--- config.mk ---
export PLATFORM = sky130hd
export DESIGN_NAME = temp_loop_status_words
export DESIGN_NICKNAME = d
export VERILOG_FILES = /design/src/rtl/temp_status_pkg.sv /design/src/rtl/temp_loop_status_words.sv /design/src/rtl/bcd_sign_fmt.sv /design/src/rtl/sync2.sv
export SDC_FILE = /design/constraint.sdc
export NUM_CORES = 1
export LEC_CHECK = 0
export BUFFER_PORTS_ARGS = -buffer_cell sky130_fd_sc_hd__buf_2
export CAP_MARGIN = 15
export CELL_PAD_IN_SITES_DETAIL_PLACEMENT = 1
export CELL_PAD_IN_SITES_GLOBAL_PLACEMENT = 1
export CORE_MARGIN = 2
export CORE_UTILIZATION = 30
export DETAILED_ROUTE_END_ITERATION = 8
export PLACE_DENSITY = 0.79
export SETUP_SLACK_MARGIN = 0.4
export SLEW_MARGIN = 20
export SYNTH_ARGS = -nofsm -noshare
export SYNTH_HDL_FRONTEND = slang
export SYNTH_SLANG_ARGS = --single-unit
--- constraint.sdc ---
create_clock -name i_clk -period 0.8 [get_ports i_clk]
set_input_delay 0.04 -clock i_clk [delete_from_list [all_inputs] [get_ports i_clk]]
set_output_delay 0.04 -clock i_clk [all_outputs]
set_load 0.01 [all_outputs]
--- src/rtl/temp_status_pkg.sv ---
// Purpose: Shared constants and carrier types for the loop status words.
// Assumes: Words are 16 bits and addressed by word offset.
// Notes: Offsets count words from the unit's first I/O word.
package temp_status_pkg;

  localparam int WORD_W = 16;

  // Word offsets in the host I/O word area.
  localparam logic [3:0] OFS_CMD = 4'h2;
  localparam logic [3:0] OFS_SP2 = 4'h6;
  localparam logic [3:0] OFS_DEC_ERR = 4'h7;
  localparam logic [3:0] OFS_FLAG1 = 4'h8;

  // Command word bit positions.
  localparam int CMD_SAVE1 = 15;
  localparam int CMD_CHG_PID1 = 13;
  localparam int CMD_STOP1 = 6;
  localparam int CMD_START_AT1 = 2;

  // Flag word bit positions.
  localparam int FLG_SAVE_DONE = 15;
  localparam int FLG_SENSOR_ERR = 14;
  localparam int FLG_FATAL = 12;
  localparam int FLG_STANDBY = 11;
  localparam int FLG_PID_CALC = 10;
  localparam int FLG_SET_ERR = 9;
  localparam int FLG_STOP = 8;
  localparam int FLG_CTRL_OUT = 4;
  localparam int FLG_AUTOTUNE = 3;
  localparam int FLG_AL1 = 1;
  localparam int FLG_AL2 = 0;

  // Field positions in the decimal and error code word.
  localparam int DEC1_LSB = 12;
  localparam int DEC2_LSB = 8;
  localparam int ERR1_LSB = 4;
  localparam int ERR2_LSB = 0;

  // Negative BCD marker in the top digit.
  localparam logic [3:0] BCD_NEG_DIGIT = 4'hF;

  // Reset values.
  localparam logic [15:0] WORD_RST = 16'h0000;
  localparam logic [15:0] FLAG1_RST = 16'h0800;

  // Internal state of the control core, sampled per refresh.
  typedef struct packed {
    logic sensor_open;
    logic sensor_broken;
    logic sensor_range;
    logic cjc_err;
    logic host_wdt_err;
    logic setting_err;
    logic ctrl_out;
    logic al1_in_range;
    logic al2_in_range;
  } core_state_t;

  typedef struct packed {
    logic [3:0] dec1;
    logic [3:0] dec2;
    logic [3:0] err1;
    logic [3:0] err2;
  } dec_err_t;

endpackage

--- src/rtl/temp_loop_status_words.sv ---
// Purpose: Status input words of a two-loop temperature unit.
// Assumes: Host refresh is a one-cycle strobe on i_clk.
// Notes: Words change only on refresh, giving the host a coherent set.
//
// How it works
// - Loop 2 set point word echoes the set point; negative BCD shows F on top.
// - Decimal places: loop 1 in bits 12-15, loop 2 in bits 8-11.
// - Setting error numbers: loop 1 in bits 4-7, loop 2 in bits 0-3.
// - Bit 15 sets when the EEPROM save finishes; host starts it with bit 15.
// - Save done clears on a save request and is clear after power-up.
// - Bit 14 sets for missing sensor, broken sensor, or out-of-range input.
// - Flag bits 2, 5 to 7 and 13 always read zero.
// - Bit 12 sets for cold-junction error or host watchdog error.
// - Bit 11 is set while waiting for the first refresh after start.
// - Bit 10 sets when autotuning has updated PID constants.
// - Bit 10 clears once the host has sent the constants back.
// - Bit 9 sets while any host-supplied setting is invalid.
// - Bit 8 is clear while control runs and set while stopped.
// - Bit 4 is the control output as sampled at each refresh.
// - Bit 3 is set while autotuning runs, clear otherwise.
// - Bits 1 and 0 are set while temperature is inside each alarm range.
// - Change-PID command clears bit 10 and loads the sent constants.
`timescale 1ns/1ps
`default_nettype none
module temp_loop_status_words (
  // Clock and reset
  input wire logic i_clk,
  input wire logic i_rst_b,
  // Host I/O refresh
  input wire logic i_refresh,
  input wire logic [15:0] i_cmd_word,
  // Control core events and levels, same clock
  input wire logic i_save_finished,
  input wire logic i_autotune_active,
  input wire logic i_autotune_pid_updated,
  input wire temp_status_pkg::core_state_t i_core,
  // Sensor and compensator levels from pins
  input wire logic i_sensor_open_pin,
  input wire logic i_cjc_err_pin,
  // Loop 2 set point and display format
  input wire logic i_bcd_mode,
  input wire logic i_sp2_negative,
  input wire logic [15:0] i_sp2_value,
  input wire temp_status_pkg::dec_err_t i_dec_err,
  // Status words to the host
  output logic [15:0] o_sp2_status,
  output logic [15:0] o_dec_err_word,
  output logic [15:0] o_flag1_word,
  // Actions toward the control core
  output logic o_save_start,
  output logic o_pid_reload,
  output logic o_ctrl_stop
);
  import temp_status_pkg::*;

  // Flag positions that the logic drives; every other bit is reserved.
  localparam logic [15:0] FLAG_USED = (16'h0001 << FLG_SAVE_DONE)
    | (16'h0001 << FLG_SENSOR_ERR) | (16'h0001 << FLG_FATAL)
    | (16'h0001 << FLG_STANDBY) | (16'h0001 << FLG_PID_CALC)
    | (16'h0001 << FLG_SET_ERR) | (16'h0001 << FLG_STOP)
    | (16'h0001 << FLG_CTRL_OUT) | (16'h0001 << FLG_AUTOTUNE)
    | (16'h0001 << FLG_AL1) | (16'h0001 << FLG_AL2);
  localparam int FLAG_COUNT = 11;
  // Nibble fields of the decimal and error code word.
  localparam logic [15:0] FIELD_USED = (16'h000F << DEC1_LSB)
    | (16'h000F << DEC2_LSB) | (16'h000F << ERR1_LSB)
    | (16'h000F << ERR2_LSB);
  // Command bits in use; the logic reads all but CMD_START_AT1.
  localparam logic [15:0] CMD_USED = (16'h0001 << CMD_SAVE1)
    | (16'h0001 << CMD_CHG_PID1) | (16'h0001 << CMD_STOP1)
    | (16'h0001 << CMD_START_AT1);
  localparam int CMD_COUNT = 4;

  // Two constants on one position would merge signals silently.
  if (WORD_W != 16) begin : g_bad_word
    $error("status words must be 16 bits wide");
  end

  if ($countones(FLAG_USED) != FLAG_COUNT) begin : g_bad_flags
    $error("flag positions overlap or leave the word");
  end

  if (FIELD_USED != 16'hFFFF) begin : g_bad_fields
    $error("decimal and error fields must tile the word");
  end

  if ($countones(CMD_USED) != CMD_COUNT) begin : g_bad_cmd
    $error("command bit positions overlap or leave the word");
  end

  if (FLAG1_RST != (16'h0001 << FLG_STANDBY)) begin : g_bad_rst
    $error("flag reset value must show standby alone");
  end

  if (OFS_SP2 == OFS_DEC_ERR || OFS_DEC_ERR == OFS_FLAG1
    || OFS_SP2 == OFS_FLAG1 || OFS_CMD == OFS_SP2) begin : g_bad_map
    $error("status word offsets must be distinct");
  end

  logic [1:0] pin_sync;
  logic save_req_prev_r;
  logic save_done_r;
  logic save_done_nxt;
  logic pid_calc_r;
  logic pid_calc_nxt;
  logic stop_r;
  logic [15:0] sp2_fmt;
  logic [15:0] flag_nxt;
  logic sensor_err;
  logic fatal_err;
  logic save_rise;
  logic [15:0] dec_err_flat;
  logic [15:0] dec_err_nxt;

  sync2 #(
    .W(2)
  ) u_pin_sync (
    .i_clk(i_clk),
    .i_rst_b(i_rst_b),
    .i_d({i_sensor_open_pin, i_cjc_err_pin}),
    .o_q(pin_sync)
  );

  bcd_sign_fmt u_sp2_fmt (
    .i_bcd_mode(i_bcd_mode),
    .i_negative(i_sp2_negative),
    .i_value(i_sp2_value),
    .o_word(sp2_fmt)
  );

  // The save request acts on its rising edge, seen at refresh.
  assign save_rise = i_refresh && i_cmd_word[CMD_SAVE1] && !save_req_prev_r;

  always_ff @(posedge i_clk or negedge i_rst_b) begin
    if (!i_rst_b) begin
      save_req_prev_r <= 1'b0;
    end else if (i_refresh) begin
      save_req_prev_r <= i_cmd_word[CMD_SAVE1];
    end
  end

  // Finish wins over a fresh request in the same cycle, so it is not lost.
  always_comb begin
    save_done_nxt = save_done_r;
    if (save_rise) begin
      save_done_nxt = 1'b0;
    end
    if (i_save_finished) begin
      save_done_nxt = 1'b1;
    end
  end

  always_ff @(posedge i_clk or negedge i_rst_b) begin
    if (!i_rst_b) begin
      save_done_r <= 1'b0;
    end else begin
      save_done_r <= save_done_nxt;
    end
  end

  always_ff @(posedge i_clk or negedge i_rst_b) begin
    if (!i_rst_b) begin
      o_save_start <= 1'b0;
    end else begin
      o_save_start <= save_rise;
    end
  end

  // New tuning results win over a reload request in the same cycle.
  always_comb begin
    pid_calc_nxt = pid_calc_r;
    if (i_refresh && i_cmd_word[CMD_CHG_PID1]) begin
      pid_calc_nxt = 1'b0;
    end
    if (i_autotune_pid_updated) begin
      pid_calc_nxt = 1'b1;
    end
  end

  always_ff @(posedge i_clk or negedge i_rst_b) begin
    if (!i_rst_b) begin
      pid_calc_r <= 1'b0;
    end else begin
      pid_calc_r <= pid_calc_nxt;
    end
  end

  always_ff @(posedge i_clk or negedge i_rst_b) begin
    if (!i_rst_b) begin
      o_pid_reload <= 1'b0;
    end else begin
      o_pid_reload <= i_refresh && i_cmd_word[CMD_CHG_PID1];
    end
  end

  // Command bit 6 is sampled only at refresh; the host owns its meaning.
  always_ff @(posedge i_clk or negedge i_rst_b) begin
    if (!i_rst_b) begin
      stop_r <= 1'b0;
    end else if (i_refresh) begin
      stop_r <= i_cmd_word[CMD_STOP1];
    end
  end

  always_ff @(posedge i_clk or negedge i_rst_b) begin
    if (!i_rst_b) begin
      o_ctrl_stop <= 1'b0;
    end else begin
      o_ctrl_stop <= stop_r;
    end
  end

  assign sensor_err = pin_sync[1] || i_core.sensor_open
    || i_core.sensor_broken || i_core.sensor_range;
  assign fatal_err = pin_sync[0] || i_core.cjc_err
    || i_core.host_wdt_err;

  always_comb begin
    flag_nxt = WORD_RST;
    flag_nxt[FLG_SAVE_DONE] = save_done_nxt;
    flag_nxt[FLG_SENSOR_ERR] = sensor_err;
    flag_nxt[FLG_FATAL] = fatal_err;
    flag_nxt[FLG_STANDBY] = 1'b0;
    flag_nxt[FLG_PID_CALC] = pid_calc_nxt;
    flag_nxt[FLG_SET_ERR] = i_core.setting_err;
    flag_nxt[FLG_STOP] = i_cmd_word[CMD_STOP1];
    flag_nxt[FLG_CTRL_OUT] = i_core.ctrl_out;
    flag_nxt[FLG_AUTOTUNE] = i_autotune_active;
    flag_nxt[FLG_AL1] = i_core.al1_in_range;
    flag_nxt[FLG_AL2] = i_core.al2_in_range;
    flag_nxt = flag_nxt & FLAG_USED;
  end

  // Standby shows until the first refresh loads a real snapshot.
  always_ff @(posedge i_clk or negedge i_rst_b) begin
    if (!i_rst_b) begin
      o_flag1_word <= FLAG1_RST;
    end else if (i_refresh) begin
      o_flag1_word <= flag_nxt;
    end
  end

  always_ff @(posedge i_clk or negedge i_rst_b) begin
    if (!i_rst_b) begin
      o_sp2_status <= WORD_RST;
    end else if (i_refresh) begin
      o_sp2_status <= sp2_fmt;
    end
  end

  // Fields land by position, so moving a field needs no edit here.
  assign dec_err_flat = i_dec_err;
  for (genvar k = 0; k < 4; k++) begin : g_field
    localparam int LSB = (k == 0) ? DEC1_LSB : (k == 1) ? DEC2_LSB
      : (k == 2) ? ERR1_LSB : ERR2_LSB;
    assign dec_err_nxt[LSB +: 4] = dec_err_flat[15-4*k -: 4];
  end

  always_ff @(posedge i_clk or negedge i_rst_b) begin
    if (!i_rst_b) begin
      o_dec_err_word <= WORD_RST;
    end else if (i_refresh) begin
      o_dec_err_word <= dec_err_nxt;
    end
  end
endmodule
`default_nettype wire

--- src/rtl/bcd_sign_fmt.sv ---
// Purpose: Formats a set point for the host, BCD or binary.
// Assumes: Magnitude in BCD fits three digits when negative.
// Notes: Purely combinational.
`timescale 1ns/1ps
`default_nettype none
module bcd_sign_fmt (
  // Value in
  input wire logic i_bcd_mode,
  input wire logic i_negative,
  input wire logic [15:0] i_value,
  // Formatted word
  output logic [15:0] o_word
);
  import temp_status_pkg::*;

  always_comb begin
    if (i_bcd_mode && i_negative) begin
      o_word = {BCD_NEG_DIGIT, i_value[11:0]};
    end else begin
      o_word = i_value;
    end
  end
endmodule
`default_nettype wire

--- src/rtl/sync2.sv ---
// Purpose: Two-flop synchroniser for a bus of levels.
// Assumes: Each bit is an independent slow level.
// Notes: The first stage is read only by the second.
`timescale 1ns/1ps
`default_nettype none
module sync2 #(
  parameter int W = 1
) (
  // Clock and reset
  input wire logic i_clk,
  input wire logic i_rst_b,
  // Data
  input wire logic [W-1:0] i_d,
  output logic [W-1:0] o_q
);
  // A zero-width bus would leave the synchroniser without any flops.
  if (W < 1) begin : g_bad_width
    $error("sync2 needs at least one bit");
  end

  logic [W-1:0] meta_r;

  always_ff @(posedge i_clk or negedge i_rst_b) begin
    if (!i_rst_b) begin
      meta_r <= '0;
      o_q <= '0;
    end else begin
      meta_r <= i_d;
      o_q <= meta_r;
    end
  end
endmodule
`default_nettype wire

# Word level (Yosys, flattened, before mapping)
# Index checks and enable logic that the tools add are counted.
# op_classes
n_mux,5
n_reduce_logical,10
# op_table
cell,n
two-way mux 16 bit,1
logical OR 1 bit,5
logical AND 1 bit,4
two-way mux 1 bit,4
logical NOT 1 bit,1
# word_totals
reg_bits,54
inputBits,67
out_inout_bits,51
word_cells,27

# Depth between registers and ports, before layout
# Gate-level depths: netlist (run 1).
# logic_depth
depth_word,4
depth_mapped,4
ltp_nobuf,3

# Hierarchy
# Synthesis (run 1) repeated with hierarchy kept, for this count alone.
# hier_totals
cells_unflattened,144
hier_area_um2,2114.5
# modules_own_cells
module,n_inst,cells_each,area_each_um2,seq_area_each_um2
temp_loop_status_words,1,124,1894.3,1227.4
bcd_sign_fmt,1,16,120.1,0.0
sync2,1,4,100.1,100.1

# Least setup slack after synthesis (run 1)
# Ideal clock, no wire load.
# synth_path
kind,register to register
startpoint,register save_req_prev_r
endpoint,register o_flag1_word[15]
setup_ns,0.122
t_arrival_ns,0.698
required_time_ns,0.678
slack_ns,-0.020
stages_incl_launch_ff,4
path_buffers,0
period_less_slack_ns,0.820
cell_sequence,dfrtp_1 > nand2b_1 > a21oi_1 > a21oi_1
# synth_via
elab_chain_cells,4
# synth_rtl
item,line_no,rtl
from (decl),temp_loop_status_words.sv:101,logic save_req_prev_r;
from (signal assigned),temp_loop_status_words.sv:138,save_req_prev_r <= i_cmd_word[CMD_SAVE1];
logical NOT 1 bit,temp_loop_status_words.sv:132,assign save_rise = i_refresh && i_cmd_word[CMD_SAVE1] && !save_req_prev_r;
logical AND 1 bit,temp_loop_status_words.sv:132,
two-way mux 1 bit,temp_loop_status_words.sv:145,if (save_rise) begin
two-way mux 1 bit,temp_loop_status_words.sv:148,if (i_save_finished) begin
to (signal assigned),temp_loop_status_words.sv:239,o_flag1_word <= flag_nxt;
to (decl),temp_loop_status_words.sv:48,"output logic [15:0] o_flag1_word,"
# No other way between the ends.
# A chain may end at the register's enable or synchronous reset.

# Worst setup path after layout (run 1)
# layout_path
startpoint,register o_flag1_word[11]
endpoint,output o_flag1_word[11]
# No word-level cell between the ends.

==> run metrics, run 1 <==
Via-to-Cell Ratio=around 4.2; CTS buffer count=5; Vert. Die Dim=approximately 90 um; Synth Area per Inst=~16 um2; fin cells=about 340; area of the core=roughly 6800 um2; Hold Slack=-0.286 ns; setup slack after layout=-0.184 ns; CP Class=reg -> out; HP Class=in -> async; Crit path max-delay family=flip-flops; Syn Std Cell Area=2140 um2; Wirelength per Cell=between 10 and 15 um; detailed placement HPWL=3.12 mm; CP bufs+invs=1; die span in x=88.4 um; # placed instances=~330; pwr/cell area=slightly above 2000 nW/um2; largest net degree at the start of global routing=54; post-synth cell types=18; Final Hold Viols=93; clock latency on the worst-skew pair=0.30 ns; worst-path fanout max=2; Max Fclk=1.02 GHz; Synth area leaders=dfrtp_1 (61%), mux2_4 (22%), a21oi_1 (3.3%), buf_12 (2.8%), buf_4 (2.5%); Min Clock Period, post-route=approximately 0.98 ns; Final Skew=approximately 0.008 ns; Root Buffer=clkbuf_8; commonest cells after routing, fill and taps aside=buf_2 (94), dfrtp_1 (52), mux2_4 (31), a21oi_1 (10), buf_6 (8); WP data arrival=approximately 0.94 ns; final global-route overflow total=0; fin. max-slew vios=0; setup TNS=-3.12 ns; flop and latch count out of synthesis=between 50 and 60; Yosys top cell area share=~61%; DR pass1 iterations=2; GP Congestion=0.659; nets@finish=312; Tcrit/Tclk final=123%; initial antenna violation count=0; Max-cap violations=0; CP Launch Type=flop; Cells after Synth=about 140; drt first-iter violations=37; CTS max path bufs=2; Final ANT Viol Nets=0; WP data required=between 0.7 and 0.8 ns; Largest stage delay, worst path=roughly 0.55 ns; Worst-path clk slew=roughly 0.1 ns; PortBufs=just under 100; most common cell after layout, fill and taps aside=buf_2; cell breakdown of the critical path=buf_6; Synth area leader=dfrtp_1; first-pass GRT wire length=around 7 mm; worst vdd ir=between 0.0008 and 0.0009 V; RSZ-0062 raised after global routing=true; # IOs=118; vias=about 1400; final setup fails=48; GRT Util Overall=11.4%; Layout area overhead=39.5%; FP Rows=30; share of layout cells above drive strength 1=about 68%; CP max-delay cell=dfstp_2; Worst Setup End Kind=output port; effective utilization at floorplan=a little under a third; H-tree Lvls=2; vias in the first global route=~1600; failing checks=hold timing, setup timing; DIE AREA=7810 um2; Residual DRC=0; standby leakage power=between 1 and 1.5 nW; Seq/Total Area, Yosys=between 60 and 70%; yosys warns=0; status=complete, but fails checks; CTS tree=built; Clock Sinks=53; WL final=approximately 4.4 mm
state kept, by name, summed over array words and instances (netlist names):
signal and cells:
pid_calc_r 1, o_pid_reload 1, save_req_prev_r 1, o_dec_err_word 16
o_ctrl_stop 1, u_pin_sync.meta_r 2, u_pin_sync.o_q 2, o_sp2_status 16
o_save_start 1, save_done_r 1, o_flag1_word 11
layout make-up:
cell class,instances,area [um2]
Clock inverter,1,30.0
Tap cell,96,120
Timing Repair Buffer,110,658
Clock buffer,7,86.3
Inverter,3,11.3
Sequential cell,53,1330
Multi-Input combinational cell,72,743
Antenna cell,1,2.50
Fill cell,766,3850
per-layer routing:
layer	track usage [%]	vias to the layer above	routed length, um
li1	-	661	-
met1	13.1	703	1770
met2	20.4	65	2220
met3	4.29	4	406
met4	2.48	0	25
met5	0	-	0
report_power, final:
part | internal [W] | switching (W) | leakage (nW) | total (W)
combinational | 0.000617 | 0.000467 | 0.834 | 0.00108
sequential | 0.00291 | 0.000132 | 0.606 | 0.00305
clock | 0.00102 | 0.000839 | 0.0585 | 0.00186
logic make-up after synthesis:
| logic type | synth area share (%) |
|---|---|
| flip-flops | 62.2 |
| multiplexers | 23.4 |
| AO/OA/AOI/OAI | 4.10 |
| AND/OR/NAND/NOR | 3.34 |
| buffers and inverters | 6.85 |
| other | 0.176 |
path summary, 6_finish.rpt:
path	startpoint	end	slack, ns	cells past startpoint
max	o_flag1_word[11]	o_flag1_word[11]	-0.18	1
min	i_rst_b	o_sp2_status[14]	-0.29	2
max reg2reg	save_req_prev_r	o_flag1_word[15]	-0.05	3
min reg2reg	u_pin_sync.meta_r[0]	u_pin_sync.o_q[0]	0.35	0
max in group asynchronous	i_rst_b	o_flag1_word[11]	0.81	2
min in group i_clk	i_sensor_open_pin	u_pin_sync.meta_r[1]	-0.16	1
through the flow:
stage	util [%]	hold slack, ns	setup slack, ns	instance area, um2	power, W
after floorplan	-	-0.256	-0.000236	2170	0.00366
final	43.6	-0.286	-0.184	2980	0.00599
after global routing	43.6	-0.276	-0.225	2980	0.00632
after detailed placement	39.8	0.0628	-0.108	2720	0.00410
after global placement	39.8	0.0555	-0.0707	2720	0.00406
after CTS	42.5	-0.281	-0.205	2900	0.00609
synth_stat cells, drive strengths merged:
cell type and instances:
dfrtp 52, inv 3, nor2 9, nor3 1, a21oi 14, nor4 1, nand2 2, conb 1
dfstp 1, o21ai 2, buf 12, nand2b 2, nor2b 1, mux2 34, a21o 1
what timing repair did:
action                     in CTS  in global routing
setup endpoints to repair      96                 96
buffers inserted                4                  1
pin swaps                       3                  2
hold endpoints to repair       97                 92
resized for setup              10                 17
No activity file was read; power rests on OpenSTA's default activity.
==> inputs of run 2 (changes only) <==
--- a/config.mk
+++ b/config.mk
@@ -10,11 +10,12 @@
 export CELL_PAD_IN_SITES_DETAIL_PLACEMENT = 1
 export CELL_PAD_IN_SITES_GLOBAL_PLACEMENT = 1
 export CORE_MARGIN = 2
-export CORE_UTILIZATION = 30
+export CORE_UTILIZATION = 25
 export DETAILED_ROUTE_END_ITERATION = 8
-export PLACE_DENSITY = 0.79
+export PLACE_DENSITY = 0.7
 export SETUP_SLACK_MARGIN = 0.4
 export SLEW_MARGIN = 20
 export SYNTH_ARGS = -nofsm -noshare
 export SYNTH_HDL_FRONTEND = slang
+export SYNTH_HIERARCHICAL = 1
 export SYNTH_SLANG_ARGS = --single-unit
==> run 2 against run 1 <==
The run still ends with hold timing, setup timing left; register-to-register slack about the same; core utilization decreased by 8.1 points; wire length decreased by 0.65%; largest cell class unchanged; setup slack gained 0.010 ns; largest power group unchanged; critical endpoint unchanged; global-route usage shrank 2.1 points.
==> run metrics, run 2 <==
share of layout cells above drive strength 1=69.8% (+1.5 points); Post-Layout Inst Area=2920 um2 (-2.1%); failing checks=hold timing, setup timing; CTS tree=built; Synth area leaders=dfrtp_1 (62%), mux2_2 (19%), buf_4 (6.4%), buf_6 (3.2%), a21o_1 (1.8%); ys flop type=dfrtp_1; DIE AREA=9210 um2 (+18%); standby leakage power=1.40 nW (-6.3%); H-tree Lvls=2 (unchanged); HP Class=in -> async; number of diodes=0 (-1); Hold Slack=-0.391 ns (-0.105 ns); clock latency on the worst-skew pair=0.29 ns (about the same); final setup fails=48 (unchanged); Residual DRC=0 (unchanged); top cells by count, synth=dfrtp_1 (52), mux2_2 (36), buf_4 (18); worst-path fanout max=2 (unchanged); CTS buffer count=5 (unchanged); worst vdd ir=0.000770 V (-9.6%); PortBufs=99 (unchanged); Crit path max-delay family=flip-flops; largest net degree at the start of global routing=25 (-54%); Max-cap violations=0 (unchanged); GP Congestion=0.683 (+3.6%); drt first-iter violations=13 (-65%); Worst Setup End Kind=output port; CTS max path bufs=2 (unchanged); Root Buffer=clkbuf_8; first-pass GRT wire length=6.74 mm (-3.4%); Synth Area per Inst=14.7 um2 (-6.5%); dpl ws=-0.0805 ns (+0.0276 ns); WP data arrival=0.93 ns (about the same); CP max-delay cell=dfstp_2; Tcrit/Tclk final=122% (-1.3 points); post-synth cell types=18 (unchanged); GRT Util Overall=9.35% (-2.1 points); grt peak-use layer=met2; vias in the first global route=1449 (-6.6%); Syn Std Cell Area=2110 um2 (-1.0%); Max Fclk=1.03 GHz (+1.0%); Yosys top cell area share=61.5% (+0.61 points); Min Clock Period, post-route=0.973 ns (-0.0102 ns); FP Rows=33 (+10%); pwr/cell area=1920 nW/um2 (-4.7%); Fillers=914 (+19%); yosys warns=6 (+6); Worst-path clk slew=0.09 ns (about the same); flop and latch count out of synthesis=53 (unchanged); CP Class=reg -> out; initial antenna violation count=0 (unchanged); met2 Usage GRT=16.6% (-3.9 points); met1 GRT Util=10.9% (-2.2 points); cell breakdown of the critical path=buf_6; Final ANT Viol Nets=0 (unchanged); Via-to-Cell Ratio=4.10 (-1.8%); setup slack after layout=-0.173 ns (+0.0102 ns); Seq/Total Area, Yosys=62.8% (+0.63 points); CP bufs+invs=1 (unchanged); CP Launch Type=flop; Final Skew=0.00183 ns (-0.00632 ns); area of the core=8220 um2 (+20%); Wirelength per Cell=12.7 um (-1.8%); area of the multi-input gates=659 um2 (-11%); status=complete, but fails checks; Clock Sinks=53 (unchanged); most common cell after layout, fill and taps aside=buf_2; biggest regs=o_dec_err_word x16, o_sp2_status x16, o_flag1_word x11; nets@finish=308 (-1.3%); final global-route overflow total=0 (unchanged); Layout area overhead=37.9%; Largest stage delay, worst path=0.55 ns (about the same); detailed placement HPWL=3.34 mm (+7.3%); met3 global-route usage=3.45% (-0.85 points); top-count cell post-synth=dfrtp_1; fin. max-slew vios=0 (unchanged); die span in x=96.0 um (+8.6%); Synth area leader=dfrtp_1; effective utilization at floorplan=25.7% (-5.5 points); # IOs=118 (unchanged); number of synthesized flops with an enable pin=0 (unchanged); Vert. Die Dim=96.0 um (+8.6%); vias=1424 (-0.63%); setup TNS=-2.59 ns (+0.536 ns); Reg area=1330 um2 (unchanged); WL final=4.40 mm (-0.65%); async set or reset register ratio after synthesis=100% (unchanged); DR pass1 iterations=3 (+1); Final Hold Viols=91 (-2.2%); commonest cells after routing, fill and taps aside=buf_2 (90), dfrtp_1 (52), mux2_2 (33), buf_6 (12), clkbuf_8 (6); RSZ-0062 raised after global routing=true; Cells after Synth=144 (+5.9%); WP data required=0.76 ns (about the same); DP Area=2660 um2 (-2.1%)
run 2: cell types whose count changed in the layout (fill, tap and decap cells not counted), sizes merged:
cell / previous run / this run
a21oi: 14 / 6
a21o: 1 / 5
mux2: 34 / 38
diode: 1 / 0
nor2: 9 / 5
clkbuf: 7 / 8
bufinv: 1 / 0
run 2: repair_timing:
| item | in CTS | in global routing |
|---|---|---|
| gates resized for setup | 9 | 22 |
| setup endpoints to repair | 96 | 96 |
| buffers inserted | 3 | 1 |
| endpoints found under the hold margin | 92 | 92 |
| pin swaps | 4 | 3 |
run 2: cell families (layout without fill, tap and decap cells):
| family | Yosys count | in the layout | share of synthesized area, % |
|---|---|---|---|
| compound gates | 13 | 13 | 3.67 |
| buf+inv | 27 | 121 | 10.1 |
| flops | 53 | 53 | 62.8 |
| other cells | 1 | 5 | 0.177 |
| simple gates | 12 | 12 | 2.66 |
| mux | 38 | 38 | 20.6 |
run 2: worst paths after layout:
kind                                       from              endpoint  slack [ns]  cells after the start
max                            o_flag1_word[11]      o_flag1_word[11]       -0.17                      1
min                                     i_rst_b       o_sp2_status[7]       -0.39                      1
max reg2reg                     save_req_prev_r      o_flag1_word[15]       -0.05                      3
min reg2reg                u_pin_sync/meta_r[1]     u_pin_sync/o_q[1]        0.36                      0
max in group asynchronous               i_rst_b     o_dec_err_word[2]        0.78                      2
min in group i_clk                i_cjc_err_pin  u_pin_sync/meta_r[0]       -0.16                      1
run 2: metal layers:
| layer | up-vias | part of all wire (%) | routed length (um) |
|---|---|---|---|
| met3 | 2 | 8.2 | 359 |
| met1 | 714 | 39 | 1730 |
| met2 | 55 | 52 | 2300 |
| met5 | - | 0 | 0 |
| met4 | 0 | 0.27 | 12 |
| li1 | 653 | - | - |
run 2: layout make-up:
type | count | share of cell area (%)
tap | 105 | 4.51
inverter | 3 | 0.386
multi-input combinational | 68 | 22.6
clock buffer | 8 | 3.09
timing repair buffer | 110 | 23.9
sequential | 53 | 45.5
run 2: per-stage QoR:
stage / utilization [%] / std cells / total power, W / hold slack [ns]
after global placement: 32.4 / 335 / 0.00399 / -0.0719
after global routing: 35.5 / 347 / 0.00592 / -0.392
after CTS: 34.1 / 346 / 0.00564 / -0.400
after detailed placement: 32.4 / 335 / 0.00403 / -0.0682
final: 35.5 / 347 / 0.00558 / -0.391
after floorplan: - / 148 / 0.00359 / -0.256
run 2: where the power goes:
part	internal (W)	switching (W)	total, W
clock	0.000708	0.000804	0.00151
combinational	0.000580	0.000449	0.00103
sequential	0.00292	0.000127	0.00304
